$ cat src/ssfe_pkg.sv
// constants and types shared by the serial frame engine
`default_nettype none
package ssfe_pkg;

  // ****************************************
  // register map (byte addresses)
  // ****************************************
  localparam int ADDR_W = 4;
  localparam logic [3:0] OFS_CTRL = 4'h0;
  localparam logic [3:0] OFS_DATA = 4'h4;
  localparam logic [3:0] OFS_STAT = 4'h8;
  localparam logic [3:0] OFS_DIV = 4'hC;

  // control word fields
  localparam int CB_EN = 0;
  localparam int CB_MST = 1;
  localparam int CB_POL = 2;
  localparam int CB_PHA = 3;
  localparam int CB_MW = 4;
  localparam int CB_SZ = 8;
  localparam int SZ_W = 4;
  localparam logic [SZ_W-1:0] SZ_RST = 4'h7;
  localparam logic [SZ_W-1:0] SZ_MIN = 4'h3;

  // status word fields
  localparam int SB_TXE = 0;
  localparam int SB_TXF = 1;
  localparam int SB_RXNE = 2;
  localparam int SB_RXF = 3;
  localparam int SB_BUSY = 4;
  localparam int SB_OVR = 5;

  // ****************************************
  // frame shape and timing
  // ****************************************
  localparam int WORD_W = 16;
  localparam logic [4:0] WORD_BITS = 5'h10;
  localparam logic [4:0] MW_CMD_BITS = 5'h08;
  localparam logic [4:0] MW_WAIT_BITS = 5'h01;
  localparam int CORE_PERIOD_NS = 25;
  localparam int SCLK_HALF_NS = 100;
  localparam logic [7:0] DIV_RST = 8'((SCLK_HALF_NS + CORE_PERIOD_NS - 1) / CORE_PERIOD_NS);
  localparam logic [7:0] DIV_MIN = 8'h02;

  typedef enum logic [3:0] {
    ST_IDLE = 4'b0001,
    ST_LEAD = 4'b0010,
    ST_XFER = 4'b0100,
    ST_TAIL = 4'b1000
  } ssfe_st_t;

endpackage
`default_nettype wire

$ cat src/ssfe_fifo_if.sv
// word stream between the engine and one of its fifos
`default_nettype none
interface ssfe_fifo_if #(parameter int W = 16) ();
  logic push;
  logic pop;
  logic full;
  logic empty;
  logic [W-1:0] wdata;
  logic [W-1:0] rdata;

  modport user (output push, output pop, output wdata, input full, input empty, input rdata);
  modport store (input push, input pop, input wdata, output full, output empty, output rdata);
endinterface
`default_nettype wire

$ cat src/ssfe_sync.sv
// two-flop synchroniser for the serial pins
`default_nettype none
module ssfe_sync #(
  parameter int N = 3,
  parameter logic [N-1:0] RST_VAL = '0
) (
  // clock and reset
  input wire logic clk,
  input wire logic rstn,
  // pins and their synchronised copies
  input wire logic [N-1:0] d_async,
  output logic [N-1:0] q_sync
);

  typedef struct packed {
    logic [N-1:0] s1;
    logic [N-1:0] s2;
  } ssfe_sync_st_t;

  ssfe_sync_st_t q;
  ssfe_sync_st_t d;

  always_comb
  begin
    d.s1 = d_async;
    d.s2 = q.s1;
  end

  always_ff @(posedge clk or negedge rstn)
  begin
    if (!rstn)
      q <= '{s1: RST_VAL, s2: RST_VAL};
    else
      q <= d;
  end

  assign q_sync = q.s2;

endmodule
`default_nettype wire

$ cat src/ssfe_fifo.sv
// small synchronous fifo behind the serial engine
`default_nettype none
module ssfe_fifo #(
  parameter int W = 16,
  parameter int DEPTH = 8
) (
  // clock and reset
  input wire logic clk,
  input wire logic rstn,
  // storage side of the word stream
  ssfe_fifo_if.store f
);

  localparam int AW = $clog2(DEPTH);
  localparam logic [AW:0] FULL_CNT = (AW + 1)'(DEPTH);

  typedef struct packed {
    logic [DEPTH-1:0][W-1:0] mem;
    logic [AW-1:0] wp;
    logic [AW-1:0] rp;
    logic [AW:0] cnt;
  } ssfe_fifo_st_t;

  ssfe_fifo_st_t q;
  ssfe_fifo_st_t d;
  logic do_push;
  logic do_pop;

  // push when full and pop when empty are ignored
  always_comb
  begin
    d = q;
    do_push = f.push && (q.cnt != FULL_CNT);
    do_pop = f.pop && (q.cnt != '0);
    if (do_push)
    begin
      d.mem[q.wp] = f.wdata;
      d.wp = q.wp + 1'b1;
    end
    if (do_pop)
      d.rp = q.rp + 1'b1;
    d.cnt = q.cnt + (AW + 1)'(do_push) - (AW + 1)'(do_pop);
  end

  always_ff @(posedge clk or negedge rstn)
  begin
    if (!rstn)
      q <= '0;
    else
      q <= d;
  end

  assign f.full = (q.cnt == FULL_CNT);
  assign f.empty = (q.cnt == '0);
  assign f.rdata = q.mem[q.rp];

endmodule
`default_nettype wire

$ cat src/ssfe_top.sv
// serial frame engine: four-wire and control-word formats, avalon-mm registers
//
// Decided for this implementation: the Avalon-MM slave port and the register addresses.
`default_nettype none
// Functional notes
// - polarity sets serial clock idle level
// - phase picks first or second capture edge
// - pol/pha high idle: clock high, select high
// - clock pad enabled as master, off as slave
// - enabled with tx data: select and pad low
// - first clock edge half period after select
// - sample rising, change falling in mode 11
// - select rises one period after last capture
// - back-to-back mode 11 keeps select low
// - eight-bit command out, nothing received then
// - response four to sixteen bits long
// - control-word idle: clock low, select high
// - select fall loads shifter, msb out
// - select low all frame, receive ignored early
// - response bits latched on rising clock
// - single frame: result stored, select rises
// - continuous frames: next command follows directly
// - continuous: result stored on following falling edge
// - as slave, sample after select input falls
module ssfe_top
  import ssfe_pkg::*;
#(
  parameter int FIFO_DEPTH = 8,
  parameter logic [7:0] DIV_DEFAULT = DIV_RST
) (
  // clock and reset
  input wire logic clk,
  input wire logic rstn,
  // avalon-mm slave
  input wire logic [ADDR_W-1:0] avs_address,
  input wire logic avs_read,
  input wire logic avs_write,
  input wire logic [31:0] avs_writedata,
  input wire logic [3:0] avs_byteenable,
  output logic [31:0] avs_readdata,
  output logic avs_waitrequest,
  // serial link
  output logic serial_clock_out,
  input wire logic serial_clock_in,
  output logic frame_select_out,
  input wire logic frame_select_in,
  output logic serial_tx_line,
  input wire logic serial_rx_line,
  output logic tx_pad_enable_n,
  output logic clock_pad_enable_n
);

  // ****************************************
  // state
  // ****************************************
  typedef struct packed {
    ssfe_st_t st;
    logic [5:0] eidx;
    logic [7:0] tmr;
    logic sclk;
    logic fss;
    logic txd;
    logic pad_n;
    logic ctl_n;
    logic [WORD_W-1:0] tx_sh;
    logic [WORD_W-1:0] rx_sh;
    logic sclk_p;
    logic fss_p;
    logic en;
    logic mst;
    logic pol;
    logic pha;
    logic mw;
    logic [SZ_W-1:0] sz;
    logic [7:0] div;
    logic ovr;
    logic wr;
    logic [31:0] rdat;
  } ssfe_top_st_t;

  localparam ssfe_top_st_t ST_RST = '{
    st: ST_IDLE, fss: 1'b1, pad_n: 1'b1, ctl_n: 1'b1, fss_p: 1'b1,
    sz: SZ_RST, div: DIV_DEFAULT, wr: 1'b1, default: '0};

  ssfe_top_st_t q;
  ssfe_top_st_t d;

  ssfe_fifo_if #(.W(WORD_W)) tx_if ();
  ssfe_fifo_if #(.W(WORD_W)) rx_if ();

  logic sclk_s;
  logic fss_s;
  logic rxd_s;
  logic req;
  logic tick;
  logic ev;
  logic lead;
  logic capt;
  logic last;
  logic load;
  logic pha;
  logic pol;
  logic [4:0] nbits;
  logic [4:0] total;
  logic [4:0] bitn;
  logic [31:0] wv;

  // ****************************************
  // helpers
  // ****************************************
  // word length from the size field, never below four bits
  function automatic logic [4:0] bits_of(input logic [SZ_W-1:0] sz);
    bits_of = (sz < SZ_MIN) ? 5'({1'b0, SZ_MIN}) + 5'h01 : 5'({1'b0, sz}) + 5'h01;
  endfunction

  // does this end drive the line during bit b
  function automatic logic is_tx(input logic mw, input logic mst, input logic [4:0] b);
    if (!mw)
      is_tx = 1'b1;
    else if (mst)
      is_tx = (b < MW_CMD_BITS);
    else
      is_tx = (b >= MW_CMD_BITS + MW_WAIT_BITS);
  endfunction

  // does this end capture the line during bit b
  function automatic logic is_rx(input logic mw, input logic mst, input logic [4:0] b);
    if (!mw)
      is_rx = 1'b1;
    else if (mst)
      is_rx = (b >= MW_CMD_BITS + MW_WAIT_BITS);
    else
      is_rx = (b < MW_CMD_BITS);
  endfunction

  function automatic logic [31:0] be_merge(input logic [31:0] old, input logic [31:0] nw,
                                           input logic [3:0] be);
    for (int i = 0; i < 4; i++)
      be_merge[8*i +: 8] = be[i] ? nw[8*i +: 8] : old[8*i +: 8];
  endfunction

  // left-align so the msb leaves first
  function automatic logic [WORD_W-1:0] align(input logic [WORD_W-1:0] w, input logic [4:0] nb);
    align = w << (WORD_BITS - nb);
  endfunction

  // ****************************************
  // pin synchronisers and fifos
  // ****************************************
  // sync link inputs
  ssfe_sync #(.N(3), .RST_VAL(3'h2)) u_sync (
    .clk(clk),
    .rstn(rstn),
    .d_async({serial_clock_in, frame_select_in, serial_rx_line}),
    .q_sync({sclk_s, fss_s, rxd_s})
  );

  ssfe_fifo #(.W(WORD_W), .DEPTH(FIFO_DEPTH)) u_txf (
    .clk(clk),
    .rstn(rstn),
    .f(tx_if.store)
  );

  ssfe_fifo #(.W(WORD_W), .DEPTH(FIFO_DEPTH)) u_rxf (
    .clk(clk),
    .rstn(rstn),
    .f(rx_if.store)
  );

  // ****************************************
  // next state
  // ****************************************
  always_comb
  begin
    d = q;
    tx_if.push = 1'b0;
    tx_if.pop = 1'b0;
    tx_if.wdata = avs_writedata[WORD_W-1:0];
    rx_if.push = 1'b0;
    rx_if.pop = 1'b0;
    rx_if.wdata = '0;
    wv = '0;
    load = 1'b0;
    req = avs_read || avs_write;
    // the control-word format always runs with idle-low clock, first-edge capture
    pha = q.pha && !q.mw;
    pol = q.pol && !q.mw;
    nbits = bits_of(q.sz);
    total = q.mw ? nbits + MW_CMD_BITS + MW_WAIT_BITS : nbits;
    bitn = q.eidx[5:1];
    lead = !q.eidx[0];
    tick = (q.tmr == '0);
    ev = q.mst ? tick && (q.st == ST_LEAD || q.st == ST_XFER)
               : (q.st == ST_XFER) && !fss_s && (sclk_s != q.sclk_p);
    capt = ev && (lead ^ pha);
    last = (q.eidx == 6'({total, 1'b0}) - 6'h01);
    d.sclk_p = sclk_s;
    d.fss_p = fss_s;
    d.ctl_n = !q.mst;

    // ---- register bus: one wait cycle, then complete ----
    if (!q.wr)
    begin
      d.wr = 1'b1;
      if (avs_write)
      begin
        unique case (avs_address)
          OFS_CTRL:
          begin
            wv = be_merge({20'h0_0000, q.sz, 3'h0, q.mw, q.pha, q.pol, q.mst, q.en},
                          avs_writedata, avs_byteenable);
            d.en = wv[CB_EN];
            d.mst = wv[CB_MST];
            d.pol = wv[CB_POL];
            d.pha = wv[CB_PHA];
            d.mw = wv[CB_MW];
            d.sz = wv[CB_SZ +: SZ_W];
          end
          OFS_DATA:
            tx_if.push = 1'b1;
          OFS_STAT:
            if (avs_byteenable[0] && avs_writedata[SB_OVR])
              d.ovr = 1'b0;
          OFS_DIV:
          begin
            wv = be_merge({24'h00_0000, q.div}, avs_writedata, avs_byteenable);
            d.div = (wv[7:0] < DIV_MIN) ? DIV_MIN : wv[7:0];
          end
          default:
            d.wr = 1'b1;
        endcase
      end
      if (avs_read && avs_address == OFS_DATA)
        rx_if.pop = 1'b1;
    end
    else if (req)
    begin
      d.wr = 1'b0;
      unique case (avs_address)
        OFS_CTRL:
          d.rdat = {20'h0_0000, q.sz, 3'h0, q.mw, q.pha, q.pol, q.mst, q.en};
        OFS_DATA:
          d.rdat = rx_if.empty ? 32'h0000_0000 : {16'h0000, rx_if.rdata};
        OFS_STAT:
          d.rdat = {26'h000_0000, q.ovr, q.st != ST_IDLE, rx_if.full, !rx_if.empty,
                    tx_if.full, tx_if.empty};
        OFS_DIV:
          d.rdat = {24'h00_0000, q.div};
        default:
          d.rdat = 32'h0000_0000;
      endcase
    end

    // ---- half-period timer of the generated clock ----
    if (q.st != ST_IDLE)
      d.tmr = tick ? q.div - 8'h01 : q.tmr - 8'h01;

    // ---- frame engine ----
    unique case (q.st)
      ST_IDLE:
      begin
        d.sclk = pol;
        if (q.en && q.mst && !tx_if.empty)
        begin
          d.st = ST_LEAD;
          d.fss = 1'b0;
          d.pad_n = 1'b0;
          d.tmr = q.div - 8'h01;
          load = 1'b1;
        end
        // frame start as slave on select fall
        else if (q.en && !q.mst && !fss_s && q.fss_p)
        begin
          d.st = ST_XFER;
          d.pad_n = 1'b0;
          load = 1'b1;
        end
      end
      ST_LEAD, ST_XFER:
      begin
        if (!q.mst && fss_s)
        begin
          d.st = ST_IDLE;
          d.pad_n = 1'b1;
          d.txd = 1'b0;
        end
        else if (ev)
        begin
          // first transition ends the lead-in half period
          d.st = ST_XFER;
          d.eidx = q.eidx + 6'h01;
          if (q.mst)
            d.sclk = !q.sclk;
          // capture only on own receive bits
          if (capt && is_rx(q.mw, q.mst, bitn))
            d.rx_sh = {q.rx_sh[WORD_W-2:0], rxd_s};
          // second-edge phase changes data on leading edges
          if (pha && lead)
          begin
            d.txd = q.tx_sh[WORD_W-1];
            d.tx_sh = q.tx_sh << 1;
          end
          // command then wait bit then response, msb first
          if (!pha && !lead)
          begin
            if (is_tx(q.mw, q.mst, bitn))
              d.tx_sh = q.tx_sh << 1;
            d.txd = is_tx(q.mw, q.mst, bitn + 5'h01) ? d.tx_sh[WORD_W-1] : 1'b0;
          end
          if (last)
          begin
            rx_if.push = 1'b1;
            rx_if.wdata = d.rx_sh;
            if (rx_if.full)
              d.ovr = 1'b1;
            if (!q.mst || (!tx_if.empty && (q.mw || pha)))
              load = 1'b1;
            else
            begin
              // select rises one period after last capture
              d.st = ST_TAIL;
              d.eidx = pha ? 6'h01 : 6'h00;
            end
          end
        end
      end
      ST_TAIL:
      begin
        if (tick)
        begin
          if (q.eidx == '0)
          begin
            d.st = ST_IDLE;
            d.fss = 1'b1;
            d.pad_n = 1'b1;
            d.txd = 1'b0;
          end
          else
            d.eidx = q.eidx - 6'h01;
        end
      end
    endcase

    // shifter load, msb shown at once for first-edge phase
    if (load)
    begin
      tx_if.pop = !tx_if.empty;
      d.tx_sh = tx_if.empty ? '0
              : align(tx_if.rdata, (q.mw && q.mst) ? MW_CMD_BITS : nbits);
      d.rx_sh = '0;
      d.eidx = '0;
      // second-edge phase holds the last bit: this edge is the far end's capture edge
      d.txd = (!pha && is_tx(q.mw, q.mst, 5'h00)) ? d.tx_sh[WORD_W-1] : pha && q.txd;
    end

    // disabling aborts any frame; a partial word is dropped
    if (!q.en)
    begin
      d.st = ST_IDLE;
      d.fss = 1'b1;
      d.pad_n = 1'b1;
      d.txd = 1'b0;
      d.sclk = pol;
    end
  end

  always_ff @(posedge clk or negedge rstn)
  begin
    if (!rstn)
      q <= ST_RST;
    else
      q <= d;
  end

  // ****************************************
  // outputs
  // ****************************************
  assign avs_readdata = q.rdat;
  assign avs_waitrequest = q.wr;
  assign serial_clock_out = q.sclk;
  assign frame_select_out = q.fss;
  assign serial_tx_line = q.txd;
  assign tx_pad_enable_n = q.pad_n;
  assign clock_pad_enable_n = q.ctl_n;

endmodule
`default_nettype wire

$ cat config.mk
export PLATFORM = sky130hd
export DESIGN_NAME = ssfe_top
export DESIGN_NICKNAME = d
export VERILOG_FILES = /design/src/ssfe_pkg.sv /design/src/ssfe_fifo_if.sv /design/src/ssfe_sync.sv /design/src/ssfe_fifo.sv /design/src/ssfe_top.sv
export SDC_FILE = /design/constraint.sdc
export NUM_CORES = 1
export LEC_CHECK = 0
export ABC_CLOCK_PERIOD_IN_PS = 4300
export BUFFER_PORTS_ARGS = -buffer_cell sky130_fd_sc_hd__buf_2
export CAP_MARGIN = 20
export CORE_UTILIZATION = 37
export CTS_BUF_LIST = sky130_fd_sc_hd__clkbuf_16
export DETAILED_ROUTE_END_ITERATION = 7
export SLEW_MARGIN = 20
export SYNTH_ARGS = -nofsm -noshare
export SYNTH_HDL_FRONTEND = slang
export SYNTH_SLANG_ARGS = --single-unit
export TNS_END_PERCENT = 50
$ cat constraint.sdc
create_clock -name clk -period 4.3 [get_ports clk]
set_input_delay 0.215 -clock clk [delete_from_list [all_inputs] [get_ports clk]]
set_output_delay 0.215 -clock clk [all_outputs]
set_load 0.03 [all_outputs]
==> impl_metrics.toml <==
[status]
status = "completed"

[synth]
synthArstFlopShare_pct = 100
ys_types = 97
ys_ff_latch = 374
ys_warn_count = 0
synth_top_area_share_pct = 46.3
synth.largest_area_cell = "dfrtp_1"
synth-edff-count = 0
synth.avg_cell_area_um2 = 11.1
synthTopCellsByArea = "dfrtp_1, mux2_2, mux4_2, nand2_1, o21ai_0"
synth-seq-area-share_pct = 47.9
synthCells = 1766
synth_top_flop_cell = "dfrtp_1"
syn_area_um2 = 19600

[power_and_ir_drop]
p_sw_share_pct = 33.9
intPower_mw = 7.92
p_sw_mw = 4.06
pwr-share-seq_pct = 37.1
ir_worst_vdd_mv = 0.253
p_total_mw = 12.0
p_per_area_nw_per_um2 = 535
combPwrFrac_pct = 29.0
clockPowerShare_pct = 33.9
p_leak_nw = 9.97

[global_route]
overflow = 0
gr-usage-met1_pct = 26.6
antenna_found_initial = 2
grt_first_pass_wirelength_um = 82800
use_met2_pct = 32.1
grt_pass1_vias = 14200
grt_usage_pct = 19.7
top_usage_layer = "met2"
grt_max_degree = 112
met3_usage_pct = 4.21

[setup_path]
r2r_end = "u_txf.q[1]"
worstSetupPathType = "reg2reg"
cp.arrival_ns = 4.64
r2r_setup_slack_ns = 0.13
crit_fanout = 3
cp-end-kind = "register"
crit_path_start_kind = "register"
r2r_cells = 19
crit_chain = "ha_4 -> or3_4 -> and2_4 -> ha_4 -> mux2i_2 -> ha_2 -> xnor2_1 -> a211o_1 -> mux2i_4 -> nand3b_1 -> mux2i_4 -> a41oi_4 -> nor2_2 -> ha_1 -> inv_1 -> ha_2 -> inv_2 -> fa_2 -> inv_2"
cpPeakStageDelay_ns = 0.52
r2r-start = "q[42]"
critPathRequiredTime_ns = 4.77
cp_slowest_cell = "fa_2"

[timing]
rsz0062_at_grt = "yes"
drv_slew = 0
finalSetupViolCount = 0
clock.fmax_mhz = 240
relSlewSlack_pct = 36.9
clock_skew_ns = 0.0161
hold_violations = 0
finalCriticalPeriod_ns = 4.17
fin_crit_sh_pct = 96.9
tightest_slew_ns = 0.944
hold_ws_ns = 0.0166

[final_layout]
instances_no_fill = 2528
drive_gt1_share_pct = 26.4
fin_nets = 1894
syn2layout_area_growth_pct = 14.3
fin_util_pct = 43.2
layout_commonest_cell = "dfrtp_1"
num-fill-cells = 4853
final_cell_mix = "dfrtp_1, nand2_1, mux2_2"
design_area_um2 = 22400
diodes = 0

[routing]
drt_iter0_markers = 1096
vias = 14200
avgRoutedWirePerCell_um = 20.6
drcViolationCount = 0
drt-total-wl_um = 52000
viasPerCell = 5.63
drt_pre_antenna_iters = 7
detail-route-antenna-nets = 0

[floorplanning]
die_w_um = 232
rows = 83
start_util_pct = 37.8
pin_count = 85
core-area_um2 = 51700
dieArea_um2 = 53800
die_h_um = 232

[placed_design]
gp_routability_congestion = 0.912
place_hpwl_um = 35200
dp_cells = 2434
io_buffer_count = 50
place_area_um2 = 20600

[clocking]
insertion_delay_ns = 0.58
clock_sinks = 374
numCtsBuffers = 43
cts_tree = "built"
cts_max_path_buffers = 3
clk_pin_slew_ns = 0.06
cts-root-buf = "clkbuf_16"
cts_max_level = 2

[min_path]
hold-path-cell-count = 2
holdPathEnd = "avs_waitrequest"
hp-class = "in2reg"
min_from = "avs_read"

[job]
drv_cap = 0
==> how the worst max path moves through the flow <==
stage | start | endpoint | cells after the start
2_1_floorplan | q[42] | u_txf.q[1] | 20
3_3_place_gp | q[42] | u_txf.q[1] | 19
3_5_place_dp | q[42] | u_rxf.q[124] | 15
4_1_cts | q[42] | u_rxf.q[124] | 15
5_1_grt | q[43] | u_txf.q[1] | 19
6_report | q[42] | u_txf.q[1] | 19
==> logic make-up after synthesis <==
kind of cell	Yosys count	synth area share [%]
AO/OA/AOI/OAI	372	11.9
buffers and inverters	185	4.64
adder cells (fa/ha/maj)	33	2.19
multiplexers	269	18.8
other	1	0.0192
XOR/XNOR	38	1.70
AND/OR/NAND/NOR	494	12.8
flip-flops	374	47.9
==> critical path: cells and delay by family, from the launching register on <==
family                   cells  cell delay [ns]
AO/OA/AOI/OAI                2             0.45
buffers and inverters        3             0.13
adder cells (fa/ha/maj)      6             1.64
AND/OR/NAND/NOR              4             0.78
multiplexers                 3             0.54
flip-flops                   1             0.38
XOR/XNOR                     1             0.13
==> power by group through the flow <==
stage               combinational (mW)  sequential (mW)  clock, mW
detailed placement                3.37             4.50          0
global placement                  3.31             4.49          0
floorplan                         2.73             4.19          0
CTS                               3.39             4.44       4.14
global route                      3.82             4.52       4.28
finish                            3.48             4.44       4.06
==> state kept, by name (all words and copies together), names as in the netlist <==
name / cells
u_txf.q: 138
frame_select_out: 1
avs_readdata: 16
u_sync.q_sync: 3
tx_pad_enable_n: 1
clock_pad_enable_n: 1
u_sync.d: 3
serial_tx_line: 1
bitn: 5
u_rxf.q: 138
q: 65
avs_waitrequest: 1
serial_clock_out: 1
==> metrics by stage <==
stage,setup TNS [ns],setup WS (ns)
2_1_floorplan,0,0.00610
3_3_place_gp,0,0.126
3_5_place_dp,0,0.00816
4_1_cts,0,0.000457
5_1_grt,-0.0856,-0.0529
6_report,0,0.132
==> synthesized netlist by cell type, drive strengths merged (6+ instances only) <==
master  instances
o22ai          14
xnor2          24
nor2           72
a22oi          12
o31ai           6
buf            72
or3             6
mux4           62
o211ai         13
nand2         238
xor2           14
nor3           22
and2           28
o221ai          6
nand4          22
o22a           11
nand2b          7
nand3          29
a21oi          35
dfrtp         362
a221oi          9
nor4            6
mux2          164
nor2b          15
clkbuf         72
ha             31
nor3b           6
o21ai         187
and3           10
inv            41
mux2i          43
a31oi          16
dfstp          12
a211oi          8
==> per-layer routing <==
metal | routed length [um] | share of wire (%)
met2 | 24900 | 48
met4 | 961 | 1.8
met3 | 3310 | 6.4
met1 | 22800 | 44
met5 | 24 | 0.046
==> layout make-up <==
| type | count | area (um2) | area share [%] |
|---|---|---|---|
| multi-input combinational | 1222 | 9480 | 42.4 |
| sequential | 374 | 9380 | 41.9 |
| clock buffer | 43 | 1080 | 4.81 |
| timing repair buffer | 132 | 943 | 4.22 |
| tap | 680 | 851 | 3.80 |
| clock inverter | 36 | 483 | 2.16 |
| inverter | 41 | 154 | 0.688 |
==> timing repair <==
item,in CTS,in global routing
hold buffers,12,0
pin swaps,1,7
endpoints found under the setup margin,1,133
hold endpoints to repair,144,0
setup buffers,0,3
gates resized for setup,0,11
Power figures use the tool's default switching activity.
